### src/core/sgp_pkg.sv
// Purpose: Constants and types for the six-bit general-purpose port
// Assumes: AXI4-Lite register access, 32-bit data, one word per register
// Notes: Register map, reset values and pad control struct
package sgp_pkg;
    localparam int NPIN = 6;
    localparam int AW = 8;
    localparam int INPUT_ONLY_BIT = 3;
    // Byte offsets
    localparam logic [7:0] OFS_PIN_VALUE = 8'h00;
    localparam logic [7:0] OFS_DIRECTION = 8'h04;
    localparam logic [7:0] OFS_OUTPUT_LATCH = 8'h08;
    localparam logic [7:0] OFS_ANALOG_SELECT = 8'h0C;
    localparam logic [7:0] OFS_PULLUP_ENABLE = 8'h10;
    localparam logic [7:0] OFS_OPEN_DRAIN = 8'h14;
    localparam logic [7:0] OFS_SLEW_LIMIT = 8'h18;
    localparam logic [7:0] OFS_INPUT_THRESHOLD = 8'h1C;
    localparam logic [7:0] OFS_PULLUP_CONTROL = 8'h20;
    // Implemented bits per register
    localparam logic [5:0] MASK_IO = 6'h37;
    localparam logic [5:0] MASK_ANALOG = 6'h17;
    localparam logic [5:0] MASK_ALL = 6'h3F;
    // Reset values
    localparam logic [5:0] RST_DIRECTION = 6'h3F;
    localparam logic [5:0] RST_LATCH = 6'h00;
    localparam logic [5:0] RST_ANALOG = 6'h17;
    localparam logic [5:0] RST_PULLUP = 6'h3F;
    localparam logic [5:0] RST_OPEN_DRAIN = 6'h00;
    localparam logic [5:0] RST_SLEW = 6'h37;
    localparam logic [5:0] RST_THRESHOLD = 6'h00;
    localparam logic RST_GLOBAL_PULLUP_DISABLE = 1'b1;
    // Field positions
    localparam int GPD_BIT = 0;
    localparam int MERGE_LSB = 8;
    localparam logic [1:0] RESP_OKAY = 2'h0;
    localparam logic [1:0] RESP_SLVERR = 2'h2;

    typedef enum logic [3:0] {
        REG_PIN_VALUE, REG_DIRECTION, REG_OUTPUT_LATCH, REG_ANALOG_SELECT,
        REG_PULLUP_ENABLE, REG_OPEN_DRAIN, REG_SLEW_LIMIT,
        REG_INPUT_THRESHOLD, REG_PULLUP_CONTROL, REG_NONE
    } sgp_reg_t;

    // Pad-side controls, one bit per pin
    typedef struct packed {
        logic [5:0] pin_out;
        logic [5:0] pin_oe;
        logic [5:0] slew_limit;
        logic [5:0] input_threshold;
        logic [5:0] pullup_on;
        logic [5:0] analog_on;
    } sgp_pad_ctrl_t;
endpackage

### src/core/sgp_port.sv
// Purpose: Six-bit general-purpose port with AXI4-Lite registers
// Assumes: Pad applies threshold, slew, pull-up and analog selection
// Notes: Pad outputs and bus outputs are registered
//
// Local design decisions: the AXI4-Lite interface to the registers and the address map.
`timescale 1ns/100ps
`default_nettype none
module sgp_port (
    // Clock and reset
    input wire logic ref_clk,
    input wire logic rst,
    // AXI4-Lite write address and data
    input wire logic [7:0] s_axi_awaddr,
    input wire logic s_axi_awvalid,
    output logic s_axi_awready,
    input wire logic [31:0] s_axi_wdata,
    input wire logic [3:0] s_axi_wstrb,
    input wire logic s_axi_wvalid,
    output logic s_axi_wready,
    // AXI4-Lite write response
    output logic [1:0] s_axi_bresp,
    output logic s_axi_bvalid,
    input wire logic s_axi_bready,
    // AXI4-Lite read
    input wire logic [7:0] s_axi_araddr,
    input wire logic s_axi_arvalid,
    output logic s_axi_arready,
    output logic [31:0] s_axi_rdata,
    output logic [1:0] s_axi_rresp,
    output logic s_axi_rvalid,
    input wire logic s_axi_rready,
    // Pins
    input wire logic [5:0] pin_in,
    output sgp_pkg::sgp_pad_ctrl_t pad_ctrl,
    // Peripheral side
    input wire logic [5:0] periph_out_en,
    input wire logic [5:0] periph_out,
    output logic [5:0] periph_in
);
    logic [5:0] sync1_q, sync2_q, sync3_q, pin_lvl_q;
    logic [5:0] direction_q, latch_q, analog_q, pullup_q;
    logic [5:0] open_drain_q, slew_q, threshold_q;
    logic global_pullup_disable_q;
    logic [7:0] waddr_q;
    logic [31:0] wdata_q;
    logic [3:0] wstrb_q;
    logic aw_got_q, w_got_q;
    logic do_write;
    logic [5:0] pin_digital;
    logic [5:0] merge_mask;
    logic [5:0] latch_d;
    logic [5:0] drive_val;
    sgp_pkg::sgp_reg_t wsel;
    sgp_pkg::sgp_reg_t rsel;
    logic [31:0] rd_word;

    function automatic sgp_pkg::sgp_reg_t reg_decode(input logic [7:0] a);
        sgp_pkg::sgp_reg_t r;
        case (a)
            sgp_pkg::OFS_PIN_VALUE: r = sgp_pkg::REG_PIN_VALUE;
            sgp_pkg::OFS_DIRECTION: r = sgp_pkg::REG_DIRECTION;
            sgp_pkg::OFS_OUTPUT_LATCH: r = sgp_pkg::REG_OUTPUT_LATCH;
            sgp_pkg::OFS_ANALOG_SELECT: r = sgp_pkg::REG_ANALOG_SELECT;
            sgp_pkg::OFS_PULLUP_ENABLE: r = sgp_pkg::REG_PULLUP_ENABLE;
            sgp_pkg::OFS_OPEN_DRAIN: r = sgp_pkg::REG_OPEN_DRAIN;
            sgp_pkg::OFS_SLEW_LIMIT: r = sgp_pkg::REG_SLEW_LIMIT;
            sgp_pkg::OFS_INPUT_THRESHOLD: r = sgp_pkg::REG_INPUT_THRESHOLD;
            sgp_pkg::OFS_PULLUP_CONTROL: r = sgp_pkg::REG_PULLUP_CONTROL;
            default: r = sgp_pkg::REG_NONE;
        endcase
        return r;
    endfunction

    // Input synchroniser; a level counts once stages two and three agree
    always_ff @(posedge ref_clk or posedge rst) begin
        if (rst) begin
            sync1_q <= 6'h00;
            sync2_q <= 6'h00;
            sync3_q <= 6'h00;
            pin_lvl_q <= 6'h00;
        end else begin
            sync1_q <= pin_in;
            sync2_q <= sync1_q;
            sync3_q <= sync2_q;
            for (int i = 0; i < sgp_pkg::NPIN; i++) begin
                if (sync2_q[i] == sync3_q[i]) begin
                    pin_lvl_q[i] <= sync3_q[i];
                end
            end
        end
    end

    // Analog-selected pins have no digital input; they read as zero
    assign pin_digital = pin_lvl_q & ~analog_q;

    // Peripherals see the thresholded, synchronised level
    always_ff @(posedge ref_clk or posedge rst) begin
        if (rst) begin
            periph_in <= 6'h00;
        end else begin
            periph_in <= pin_digital;
        end
    end

    // Write channel: address and data taken in either order
    assign do_write = aw_got_q && w_got_q && !s_axi_bvalid;
    assign wsel = reg_decode(waddr_q);

    always_ff @(posedge ref_clk or posedge rst) begin
        if (rst) begin
            s_axi_awready <= 1'b1;
            s_axi_wready <= 1'b1;
            aw_got_q <= 1'b0;
            w_got_q <= 1'b0;
            waddr_q <= 8'h00;
            wdata_q <= 32'h00000000;
            wstrb_q <= 4'h0;
            s_axi_bvalid <= 1'b0;
            s_axi_bresp <= sgp_pkg::RESP_OKAY;
        end else begin
            if (s_axi_awvalid && s_axi_awready) begin
                waddr_q <= s_axi_awaddr;
                aw_got_q <= 1'b1;
                s_axi_awready <= 1'b0;
            end
            if (s_axi_wvalid && s_axi_wready) begin
                wdata_q <= s_axi_wdata;
                wstrb_q <= s_axi_wstrb;
                w_got_q <= 1'b1;
                s_axi_wready <= 1'b0;
            end
            if (do_write) begin
                aw_got_q <= 1'b0;
                w_got_q <= 1'b0;
                s_axi_bvalid <= 1'b1;
                s_axi_bresp <= (wsel == sgp_pkg::REG_NONE) ? sgp_pkg::RESP_SLVERR : sgp_pkg::RESP_OKAY;
            end
            if (s_axi_bvalid && s_axi_bready) begin
                s_axi_bvalid <= 1'b0;
                s_axi_awready <= 1'b1;
                s_axi_wready <= 1'b1;
            end
        end
    end

    // Read-modify-write: bits outside the merge mask come from the pins
    always_comb begin
        if (!wstrb_q[0]) begin
            merge_mask = 6'h00;
        end else if (wstrb_q[1]) begin
            merge_mask = wdata_q[sgp_pkg::MERGE_LSB +: 6];
        end else begin
            merge_mask = sgp_pkg::MASK_ALL;
        end
        latch_d = ((wdata_q[5:0] & merge_mask) | (pin_digital & ~merge_mask)) & sgp_pkg::MASK_IO;
    end

    // Output latch
    always_ff @(posedge ref_clk or posedge rst) begin
        if (rst) begin
            latch_q <= sgp_pkg::RST_LATCH;
        end else if (do_write && (wsel == sgp_pkg::REG_PIN_VALUE || wsel == sgp_pkg::REG_OUTPUT_LATCH)) begin
            latch_q <= latch_d;
        end
    end

    // Configuration registers; only byte lane 0 carries them
    always_ff @(posedge ref_clk or posedge rst) begin
        if (rst) begin
            direction_q <= sgp_pkg::RST_DIRECTION;
            analog_q <= sgp_pkg::RST_ANALOG;
            pullup_q <= sgp_pkg::RST_PULLUP;
            open_drain_q <= sgp_pkg::RST_OPEN_DRAIN;
            slew_q <= sgp_pkg::RST_SLEW;
            threshold_q <= sgp_pkg::RST_THRESHOLD;
            global_pullup_disable_q <= sgp_pkg::RST_GLOBAL_PULLUP_DISABLE;
        end else if (do_write && wstrb_q[0]) begin
            unique case (wsel)
                sgp_pkg::REG_DIRECTION: begin
                    direction_q <= wdata_q[5:0] | ~sgp_pkg::MASK_IO;
                end
                sgp_pkg::REG_ANALOG_SELECT: begin
                    analog_q <= wdata_q[5:0] & sgp_pkg::MASK_ANALOG;
                end
                sgp_pkg::REG_PULLUP_ENABLE: begin
                    pullup_q <= wdata_q[5:0];
                end
                sgp_pkg::REG_OPEN_DRAIN: begin
                    open_drain_q <= wdata_q[5:0] & sgp_pkg::MASK_IO;
                end
                sgp_pkg::REG_SLEW_LIMIT: begin
                    slew_q <= wdata_q[5:0] & sgp_pkg::MASK_IO;
                end
                sgp_pkg::REG_INPUT_THRESHOLD: begin
                    threshold_q <= wdata_q[5:0];
                end
                sgp_pkg::REG_PULLUP_CONTROL: begin
                    global_pullup_disable_q <= wdata_q[sgp_pkg::GPD_BIT];
                end
                sgp_pkg::REG_PIN_VALUE, sgp_pkg::REG_OUTPUT_LATCH, sgp_pkg::REG_NONE: begin
                end
            endcase
        end
    end

    // Read channel
    assign rsel = reg_decode(s_axi_araddr);

    always_comb begin
        rd_word = 32'h00000000;
        unique case (rsel)
            sgp_pkg::REG_PIN_VALUE: rd_word[5:0] = pin_digital;
            sgp_pkg::REG_DIRECTION: rd_word[5:0] = direction_q;
            sgp_pkg::REG_OUTPUT_LATCH: rd_word[5:0] = latch_q;
            sgp_pkg::REG_ANALOG_SELECT: rd_word[5:0] = analog_q;
            sgp_pkg::REG_PULLUP_ENABLE: rd_word[5:0] = pullup_q;
            sgp_pkg::REG_OPEN_DRAIN: rd_word[5:0] = open_drain_q;
            sgp_pkg::REG_SLEW_LIMIT: rd_word[5:0] = slew_q;
            sgp_pkg::REG_INPUT_THRESHOLD: rd_word[5:0] = threshold_q;
            sgp_pkg::REG_PULLUP_CONTROL: rd_word[sgp_pkg::GPD_BIT] = global_pullup_disable_q;
            sgp_pkg::REG_NONE: rd_word = 32'h00000000;
        endcase
    end

    // Eight registers plus pull-up control, all in one map
    always_ff @(posedge ref_clk or posedge rst) begin
        if (rst) begin
            s_axi_arready <= 1'b1;
            s_axi_rvalid <= 1'b0;
            s_axi_rdata <= 32'h00000000;
            s_axi_rresp <= sgp_pkg::RESP_OKAY;
        end else begin
            if (s_axi_arvalid && s_axi_arready) begin
                s_axi_arready <= 1'b0;
                s_axi_rvalid <= 1'b1;
                s_axi_rdata <= rd_word;
                s_axi_rresp <= (rsel == sgp_pkg::REG_NONE) ? sgp_pkg::RESP_SLVERR : sgp_pkg::RESP_OKAY;
            end
            if (s_axi_rvalid && s_axi_rready) begin
                s_axi_rvalid <= 1'b0;
                s_axi_arready <= 1'b1;
            end
        end
    end

    // Peripheral overrides the latch where enabled; analog select plays no part
    assign drive_val = (periph_out_en & periph_out) | (~periph_out_en & latch_q);

    // Pad controls
    always_ff @(posedge ref_clk or posedge rst) begin
        if (rst) begin
            pad_ctrl <= '0;
        end else begin
            for (int i = 0; i < sgp_pkg::NPIN; i++) begin
                // Open drain releases the pin for a one
                pad_ctrl.pin_out[i] <= open_drain_q[i] ? 1'b0 : drive_val[i];
                pad_ctrl.pin_oe[i] <= !direction_q[i] && !(open_drain_q[i] && drive_val[i])
                    && (i != sgp_pkg::INPUT_ONLY_BIT);
                pad_ctrl.pullup_on[i] <= pullup_q[i] && direction_q[i] && !global_pullup_disable_q;
            end
            pad_ctrl.slew_limit <= slew_q;
            pad_ctrl.input_threshold <= threshold_q;
            pad_ctrl.analog_on <= analog_q;
        end
    end
endmodule
`default_nettype wire

### config.mk
export PLATFORM = sky130hd
export DESIGN_NAME = sgp_port
export DESIGN_NICKNAME = d
export VERILOG_FILES = /design/src/core/sgp_pkg.sv /design/src/core/sgp_port.sv
export SDC_FILE = /design/constraint.sdc
export NUM_CORES = 1
export LEC_CHECK = 0
export ABC_AREA = 0
export BUFFER_PORTS_ARGS = -buffer_cell sky130_fd_sc_hd__buf_2
export CAP_MARGIN = 0
export CORE_ASPECT_RATIO = 1.75
export CORE_MARGIN = 2
export CORE_UTILIZATION = 35
export CTS_BUF_LIST = sky130_fd_sc_hd__clkbuf_8 sky130_fd_sc_hd__clkbuf_16
export DETAILED_ROUTE_END_ITERATION = 7
export GPL_ROUTABILITY_DRIVEN = 0
export PLACE_DENSITY = 0.59
export SYNTH_ARGS = -nofsm -noshare
export SYNTH_HDL_FRONTEND = slang
export SYNTH_SLANG_ARGS = --single-unit
### constraint.sdc
create_clock -name ref_clk -period 7.9 [get_ports ref_clk]
set_input_delay 1.185 -clock ref_clk [delete_from_list [all_inputs] [get_ports ref_clk]]
set_output_delay 1.185 -clock ref_clk [all_outputs]
set_load 0.05 [all_outputs]
### Word level (Yosys, flattened, before mapping)

Index checks and enable logic that the tools add are counted.

| operators by class | value |
|---|---|
| add/sub/neg operators | 0 |
| multiply operators | 0 |
| divide/modulo/power cells | 0 |
| $lt $le $gt $ge | 0 |
| equal/unequal tests | 40 |
| shift operators | 0 |
| multiplexer cells | 27 |
| bitwise logic cells | 10 |
| reductions and logical operators | 60 |

Operators with widths:

| operator | number |
|---|---|
| case mux 4 bit (9 select lines) | 2 |
| == test 8 x 5 -> 1 bit (second input constant) | 8 |
| case mux 5 bit (8 select lines) | 1 |
| == test 4 x 3 -> 1 bit (second input constant) | 8 |
| == test 8 x 4 -> 1 bit (second input constant) | 4 |
| bitwise AND 6 bit | 5 |
| logical AND 1 bit | 30 |
| two-way mux 1 bit | 19 |
| == test 4 x 2 -> 1 bit (second input constant) | 4 |
| == test 4 bit (second input constant) | 4 |
| == test 8 x 3 -> 1 bit (second input constant) | 2 |
| == test 8 x 6 -> 1 bit (second input constant) | 2 |
| logical NOT 8 bit | 2 |
| AND reduction 2 bit | 7 |
| logical NOT 1 bit | 12 |
| two-way mux 6 bit | 2 |
| NOT 6 bit | 2 |
| bitwise OR 6 bit | 2 |
| nonzero test 2 bit | 6 |
| case mux 1 bit (10 select lines) | 1 |
| == test 4 x 1 -> 1 bit (second input constant) | 2 |
| logical NOT 4 bit | 2 |
| == test 1 bit | 6 |
| NOT 5 -> 6 bit | 1 |
| other kinds (2) | 3 |

| word-level totals | value |
|---|---|
| bits in registers | 140 |
| latch bits | 0 |
| RAM bits | 0 |
| memory bits (read-only) | 0 |
| word-level logic and storage cells | 174 |
| memories kept | 0 |

### Depth between registers and ports, before layout

Gate-level depths: netlist of run 1.

| depth | value |
|---|---|
| depth after elaboration | 6 |
| gate-level depth with buffers | 6 |
| gate-level depth less buffers | 4 |

### Worst setup path before layout of run 1

No wires, ideal clock.

| timing path | value |
|---|---|
| path kind | input to register |
| from | in s_axi_araddr[2] |
| to | reg s_axi_rdata[0] |
| data arrival time | 2412 ps |
| data required time | 7780 ps |
| slack | 5368 ps |
| cell stages on the path | 5 |
| path through | clkbuf_1 mux2_2 a221oi_1 o221ai_1 and3_1 |

| on the way | value |
|---|---|
| word-level cells in the longest chain between the ends | 4 |
| elaborated cells between the ends (all ways) | 21 |

Ends and longest elaborated chain:

| item | line | source |
|---|---|---|
| start, declared | sgp_port.sv:25 | `input wire logic [7:0] s_axi_araddr,` |
| == test 8 x 6 -> 1 bit, or another cell as far along | sgp_port.sv:59 | `case (a)` |
| case mux 4 bit (9 select lines) * | sgp_port.sv:59 |  |
| == test 4 bit, or another cell as far along | sgp_port.sv:211 | `unique case (rsel)` |
| case mux 1 bit (10 select lines) * | sgp_port.sv:211 |  |
| end signal, assigned | sgp_port.sv:236 | `s_axi_rdata <= rd_word;` |
| end, declared | sgp_port.sv:28 | `output logic [31:0] s_axi_rdata,` |

Mark *: on every way between the ends. The rest lies on a longest branch, timed or not.
A chain may end at the register's enable or synchronous reset.

### Worst setup path in the final report of run 1

| timing path | value |
|---|---|
| from | reg s_axi_awready |
| to | out s_axi_awready |

RTL lines:

| item | line | source |
|---|---|---|
| start, declared | sgp_port.sv:15 | `output logic s_axi_awready,` |
| start signal, assigned | sgp_port.sv:111 | `s_axi_awready <= 1'b1;` |
| start signal, assigned | sgp_port.sv:124 | `s_axi_awready <= 1'b0;` |
| start signal, assigned | sgp_port.sv:140 | `s_axi_awready <= 1'b1;` |

No word-level cell between the ends.

==> out/metrics.yaml, run 1 <==
path_cells: "buf_2"
finalHoldViolCount: 0
clkSinkCount: 135
htreeDepth: 4
num_rows: 60
async_reset_ff_share_pct: 100
worstHoldEndpoint: "sync2_q[1]"
finalNetCount: 583
crit_buf_inv: 1
numCtsBuffers: 17
drt-total-wl_mm: 11.8
antenna_found_initial: 0
dieArea_sq_um: 16500
cp_top_family: "flip-flops"
multi_input_area_sq_um: 1780
critical-path-max-stage-delay_ns: 0.55
fill_cells: 1417
min_from: "sync1_q[1]"
reg2reg_from: "waddr_q[7]"
first_iter_violations: 102
path_clk_slew_ns: 0.06
status: "complete, no violations"
cap_violations: 0
clk_latency_ns: 0.41
worst-path-max-fanout: 4
dr_wl_met2_mm: 6.51
relSlewSlack_pct: 43.9
ios: 160
antenna_left: 0
startpoint_type: "register"
cts_root_buf: "clkbuf_16"
yosysSeqAreaShare_pct: 63.2
highest-signal-layer: "met4"
synth_edf_count: 0
avgSynthCellArea_sq_um: 13.8
synth.distinct_cells: 41
min_period_ns: 2.41
grt_util_all_layers_pct: 14.7
met1_length_mm: 4.33
max_freq_mhz: 415
worst_ir_drop_vdd_uv: 168
rsz0062_at_grt: "false"
maxSlewViolCount: 0
synthCells: 392
yosys_warnings: 0
grt-ovfl-total: 0
cp-end-kind: "output pin"
met3_length_um: 530
syn_area_sq_um: 5390
period_share_pct: 30.5
slowest_stage: "dfstp_2"
die_h_um: 168
final_cells: 705
clockBufferDepth: 2
grt_pass1_wl_mm: 18.4
ctsResizeCount: 0
die_w_um: 97.8
initial_core_util_pct: 35.4
placed_cells: 673
rrSetupSlack_ns: 5.63
n_antenna_cell: 0
dp_hpwl_mm: 8.63
regToRegEndpoint: "slew_q[5]"
vias: 3335
holdPathStages: 0
leakage_nw: 3.19
synth-seq-cells: 135
crit_type: "reg -> out"
hp-class: "reg -> reg"
vias_per_cell: 4.73
layout_common_cells: "111 x dfrtp_1, 104 x buf_2, 57 x mux2_2, 32 x conb_1, 24 x dfstp_2"
tightest_slew_ns: 0.841
finClkSkew_ns: 0.00556
worstPathArrival_ns: 1.23
synth_flop_cell: "dfrtp_1"
io_buffers: 104
area_growth_pct: 22.3
rr_worst_depth: 4
first_pass_iters: 4
regArea_sq_um: 3410
grt_max_degree: 70
mostFrequentLayoutCell: "dfrtp_1"
cts_setup_buffers: 0
grt_pass1_vias: 3462
fin_tns_setup_ns: 0
routedWlPerCell_um: 16.8
remaining_drc_errors: 0
hold_buffers: 0
p_per_area_nw_per_um2: 341
drive_gt1_share_pct: 43.9
cp.required_ns: 6.71
cp.depth: 1
cts_tree: "done"
setup_viol: 0
core_area_sq_um: 15200
## worst max-delay path by stage
| stage | from | endpoint | slack [ns] |
|---|---|---|---|
| final | s_axi_awready | s_axi_awready | 5.49 |
| after global routing | rst | latch_q[0] | 5.25 |
| after CTS | s_axi_awready | s_axi_awready | 5.47 |
| after detailed placement | rst | pad_ctrl[30] | 5.05 |
| after global placement | rst | pad_ctrl[24] | 5.14 |
| after floorplan | rst | aw_got_q | 3.14 |
## metal layers
metal	vias up	GRT usage, %
met5	-	0
met4	0	8.51
met3	31	3.07
met2	122	26.6
met1	1643	15.7
li1	1539	-
## state kept, by name, summed over array words and instances (netlist names), 2 cells and up
name / count
wstrb_q: 2
pin_lvl_q: 6
sync1_q: 6
sync2_q: 6
direction_q: 5
periph_in: 6
pullup_q: 6
waddr_q: 8
latch_q: 5
threshold_q: 6
pad_ctrl: 32
open_drain_q: 5
s_axi_rdata: 6
slew_q: 5
wdata_q: 11
sync3_q: 6
analog_q: 4
## synthesized netlist by cell type, drive strengths merged, types with 2 or more instances
cell type | instances | area [sq um]
nor3 | 3 | 15.0
nand3b | 3 | 22.5
o21ai | 19 | 95.1
mux4 | 5 | 113
dfrtp | 111 | 2780
a221oi | 3 | 26.3
nor3b | 2 | 26.3
and2 | 2 | 12.5
mux2i | 14 | 140
a31oi | 2 | 12.5
a21oi | 13 | 65.1
nand2 | 18 | 67.6
or4 | 2 | 15.0
mux2 | 57 | 642
nand3 | 2 | 10.0
clkbuf | 4 | 15.0
inv | 9 | 33.8
o31ai | 3 | 22.5
maj3 | 6 | 60.1
and3 | 8 | 51.3
nor2 | 22 | 82.6
and4 | 2 | 18.8
buf | 37 | 272
dfstp | 24 | 631
nor2b | 11 | 68.8
## cells by family after synthesis
group | count (synthesis) | synth area share (%)
adders and majority gates | 6 | 1.11
muxes | 76 | 16.6
and+or+nand+nor | 81 | 8.49
other | 1 | 0.0695
AOI/OAI and AO/OA | 43 | 4.59
DFF | 135 | 63.2
buffers and inverters | 50 | 5.94
## stage by stage
step | hold WS (ns) | area (sq um) | power [mW] | setup WS [ns] | util, %
CTS | 0.349 | 6590 | 2.27 | 5.47 | 43.3
global placement | 0.333 | 5990 | 1.44 | 5.14 | 39.3
global route | 0.354 | 6590 | 2.35 | 5.25 | 43.3
detailed placement | 0.336 | 5990 | 1.46 | 5.05 | 39.3
finish | 0.342 | 6590 | 2.25 | 5.49 | 43.3
floorplan | 0.331 | 5510 | 1.33 | 3.14 | -
## power breakdown
group | total [mW] | internal [mW] | switching [mW] | leakage (nW)
sequential | 0.961 | 0.838 | 0.123 | 1.63
clock | 0.806 | 0.511 | 0.295 | 0.296
combinational | 0.481 | 0.166 | 0.314 | 1.25
total | 2.25 | 1.52 | 0.732 | 3.19
## cell type report
class	instances	area share [%]
clock buffers	19	6.87
well taps	186	3.53
multi-input cells	238	27.0
flip-flops and latches	135	51.7
clock inverters	13	2.33
inverters	9	0.550
repair buffers	105	8.01
Power figures use the tool's default switching activity.
==> inputs of run 2 (changes only) <==
==> constraint.sdc (replaced) <==
create_clock -name ref_clk -period 2.3 [get_ports ref_clk]
set_input_delay 0.345 -clock ref_clk [delete_from_list [all_inputs] [get_ports ref_clk]]
set_output_delay 0.345 -clock ref_clk [all_outputs]
set_load 0.05 [all_outputs]
==> run 2 against run 1 <==
  * Sequential power increased to 3.4 times the previous value
  * Sequential cell count unchanged
  * Setup slack got worse by 5.4 ns
  * Largest power group unchanged
  * Highest routed layer unchanged
==> out/metrics.yaml, run 2 (synthesis results as in run 1) <==
grt-ovfl-total: 0  # unchanged
area_growth_pct: 24.1  # was 22.3%
placed_area_sq_um: 6040  # was 5990 sq um
startpoint_type: "register"  # unchanged
vias_per_cell: 4.73  # about the same
finalNetCount: 590  # was 583
finalPower_mw: 7.88  # was 2.25 mW
die_w_um: 97.8  # unchanged
regToRegEndpoint: "threshold_q[3]"  # was slew_q[5]
cp-end-kind: "register"  # was output pin
routedWlPerCell_um: 16.7  # was 16.8 um
final_core_util_pct: 43.9  # was 43.3%
layout_common_cells: "111 x dfrtp_1, 104 x buf_2, 57 x mux2_2, 32 x conb_1, 24 x dfstp_2"  # unchanged
antenna_left: 0  # unchanged
htreeDepth: 4  # unchanged
max_freq_mhz: 457
rsz0062_at_grt: "false"  # unchanged
rrSetupSlack_ns: 0.11  # was 5.63 ns
worstHoldEndpoint: "sync1_q[5]"  # was sync2_q[1]
setup_viol: 0  # unchanged
tightest_slew_ns: 0.612  # was 0.841 ns
clockBufferDepth: 2  # unchanged
antenna_found_initial: 0  # unchanged
cp.required_ns: 2.59  # was 6.71 ns
holdPathStages: 1  # was 0
cp_top_family: "simple AND/OR/NAND/NOR gates"  # was flip-flops
min_from: "pin_in[5]"  # was sync1_q[1]
status: "complete, no violations"  # unchanged
dieArea_sq_um: 16500  # unchanged
remaining_drc_errors: 0  # unchanged
clkSinkCount: 135  # unchanged
largest_reg_flops: 32  # unchanged
fin_tns_setup_ns: 0  # unchanged
period_share_pct: 95.1
relSlewSlack_pct: 59.1  # was 43.9%
finClkSkew_ns: 0.00524  # was 0.00556 ns
regMostFlops: "pad_ctrl"  # unchanged
crit_buf_inv: 0  # was 1
first_pass_iters: 4  # unchanged
cap_violations: 0  # unchanged
grt_util_all_layers_pct: 15.0  # was 14.7%
drt-total-wl_mm: 11.9  # was 11.8 mm
ctsResizeCount: 0  # unchanged
hp-class: "in -> reg"  # was reg -> reg
num_rows: 60  # unchanged
path_cells: "or4_1, nor3b_4, and4_2, mux2_2"  # was buf_2
critical-path-max-stage-delay_ns: 0.68  # was 0.55 ns
n_antenna_cell: 0  # unchanged
worst_ir_drop_vdd_uv: 491  # was 168 uV
mostFrequentLayoutCell: "dfrtp_1"  # unchanged
slowest_stage: "or4_1"  # was dfstp_2
worstPathArrival_ns: 2.48  # was 1.23 ns
vias: 3365  # was 3335
die_h_um: 168  # unchanged
p_per_area_nw_per_um2: 1180  # was 341 nW/um^2
dp_hpwl_mm: 8.81  # was 8.63 mm
io_buffers: 104  # unchanged
min_period_ns: 2.19
grt_max_degree: 69  # was 70
initial_core_util_pct: 35.4  # unchanged
drive_gt1_share_pct: 44.0  # was 43.9%
core_area_sq_um: 15200  # unchanged
clk_latency_ns: 0.41  # about the same
reg2reg_from: "waddr_q[7]"  # unchanged
leakage_nw: 3.24  # was 3.19 nW
top_regs: "pad_ctrl x32, wdata_q x11, waddr_q x8"  # unchanged
path_clk_slew_ns: 0.06  # about the same
grt_pass1_vias: 3569  # was 3462
first_iter_violations: 124  # was 102
cts_tree: "done"  # unchanged
final_area_sq_um: 6690  # was 6590 sq um
crit_type: "reg -> reg"  # was reg -> out
cts_root_buf: "clkbuf_16"  # unchanged
maxSlewViolCount: 0  # unchanged
numCtsBuffers: 17  # unchanged
grt_pass1_wl_mm: 19.0  # was 18.4 mm
worst-path-max-fanout: 6  # was 4
finalHoldViolCount: 0  # unchanged
rr_worst_depth: 4  # unchanged
ios: 160  # unchanged
-- run 2: power by group --
part / switching, mW / total (mW) / internal, mW / leakage [nW]
clock network: 0.953 / 2.91 / 1.96 / 0.322
logic: 1.08 / 1.66 / 0.581 / 1.29
registers: 0.433 / 3.31 / 2.88 / 1.63
total: 2.46 / 7.88 / 5.42 / 3.25
-- run 2: what timing repair did --
action / 4_1_cts / 5_1_grt
buffers inserted: 0 / 0
hold buffers: 1 / 0
hold endpoints to repair: 14 / 0
-- run 2: final cells by class --
type                    instances  area [sq um]
fillers                      1417          8550
flip-flops and latches        135          3410
multi-input cells             238          1780
repair buffers                112           596
clock buffers                  19           453
well taps                     186           233
clock inverters                12           184
inverters                       9          37.5
-- run 2: worst max path at each step --
| stage | cells after the start | startpoint | slack, ns | endpoint |
|---|---|---|---|---|
| final | 4 | waddr_q[7] | 0.11 | threshold_q[3] |
| after CTS | 4 | waddr_q[7] | 0.09 | threshold_q[3] |
| after floorplan | 1 | rst | 0.30 | aw_got_q |
| after global routing | 4 | waddr_q[7] | 0.02 | analog_q[0] |
| after detailed placement | 4 | waddr_q[7] | 0.10 | threshold_q[3] |
| after global placement | 4 | waddr_q[7] | 0.15 | threshold_q[5] |
-- run 2: per-layer routing --
layer,GRT usage [%],vias up,wire (um)
li1,-,1559,-
met1,16.1,1675,4340
met2,27.5,109,6690
met3,3.11,22,493
met4,7.61,0,352
met5,0,-,0
-- run 2: metrics by stage --
step | cells | setup slack (ns) | hold slack [ns]
final | 711 | 0.112 | 0.0377
after global routing | 711 | 0.0245 | 0.0218
after CTS | 711 | 0.0929 | 0.0248
after detailed placement | 679 | 0.102 | 0.337
after global placement | 679 | 0.153 | 0.333
after floorplan | 423 | 0.295 | 0.331
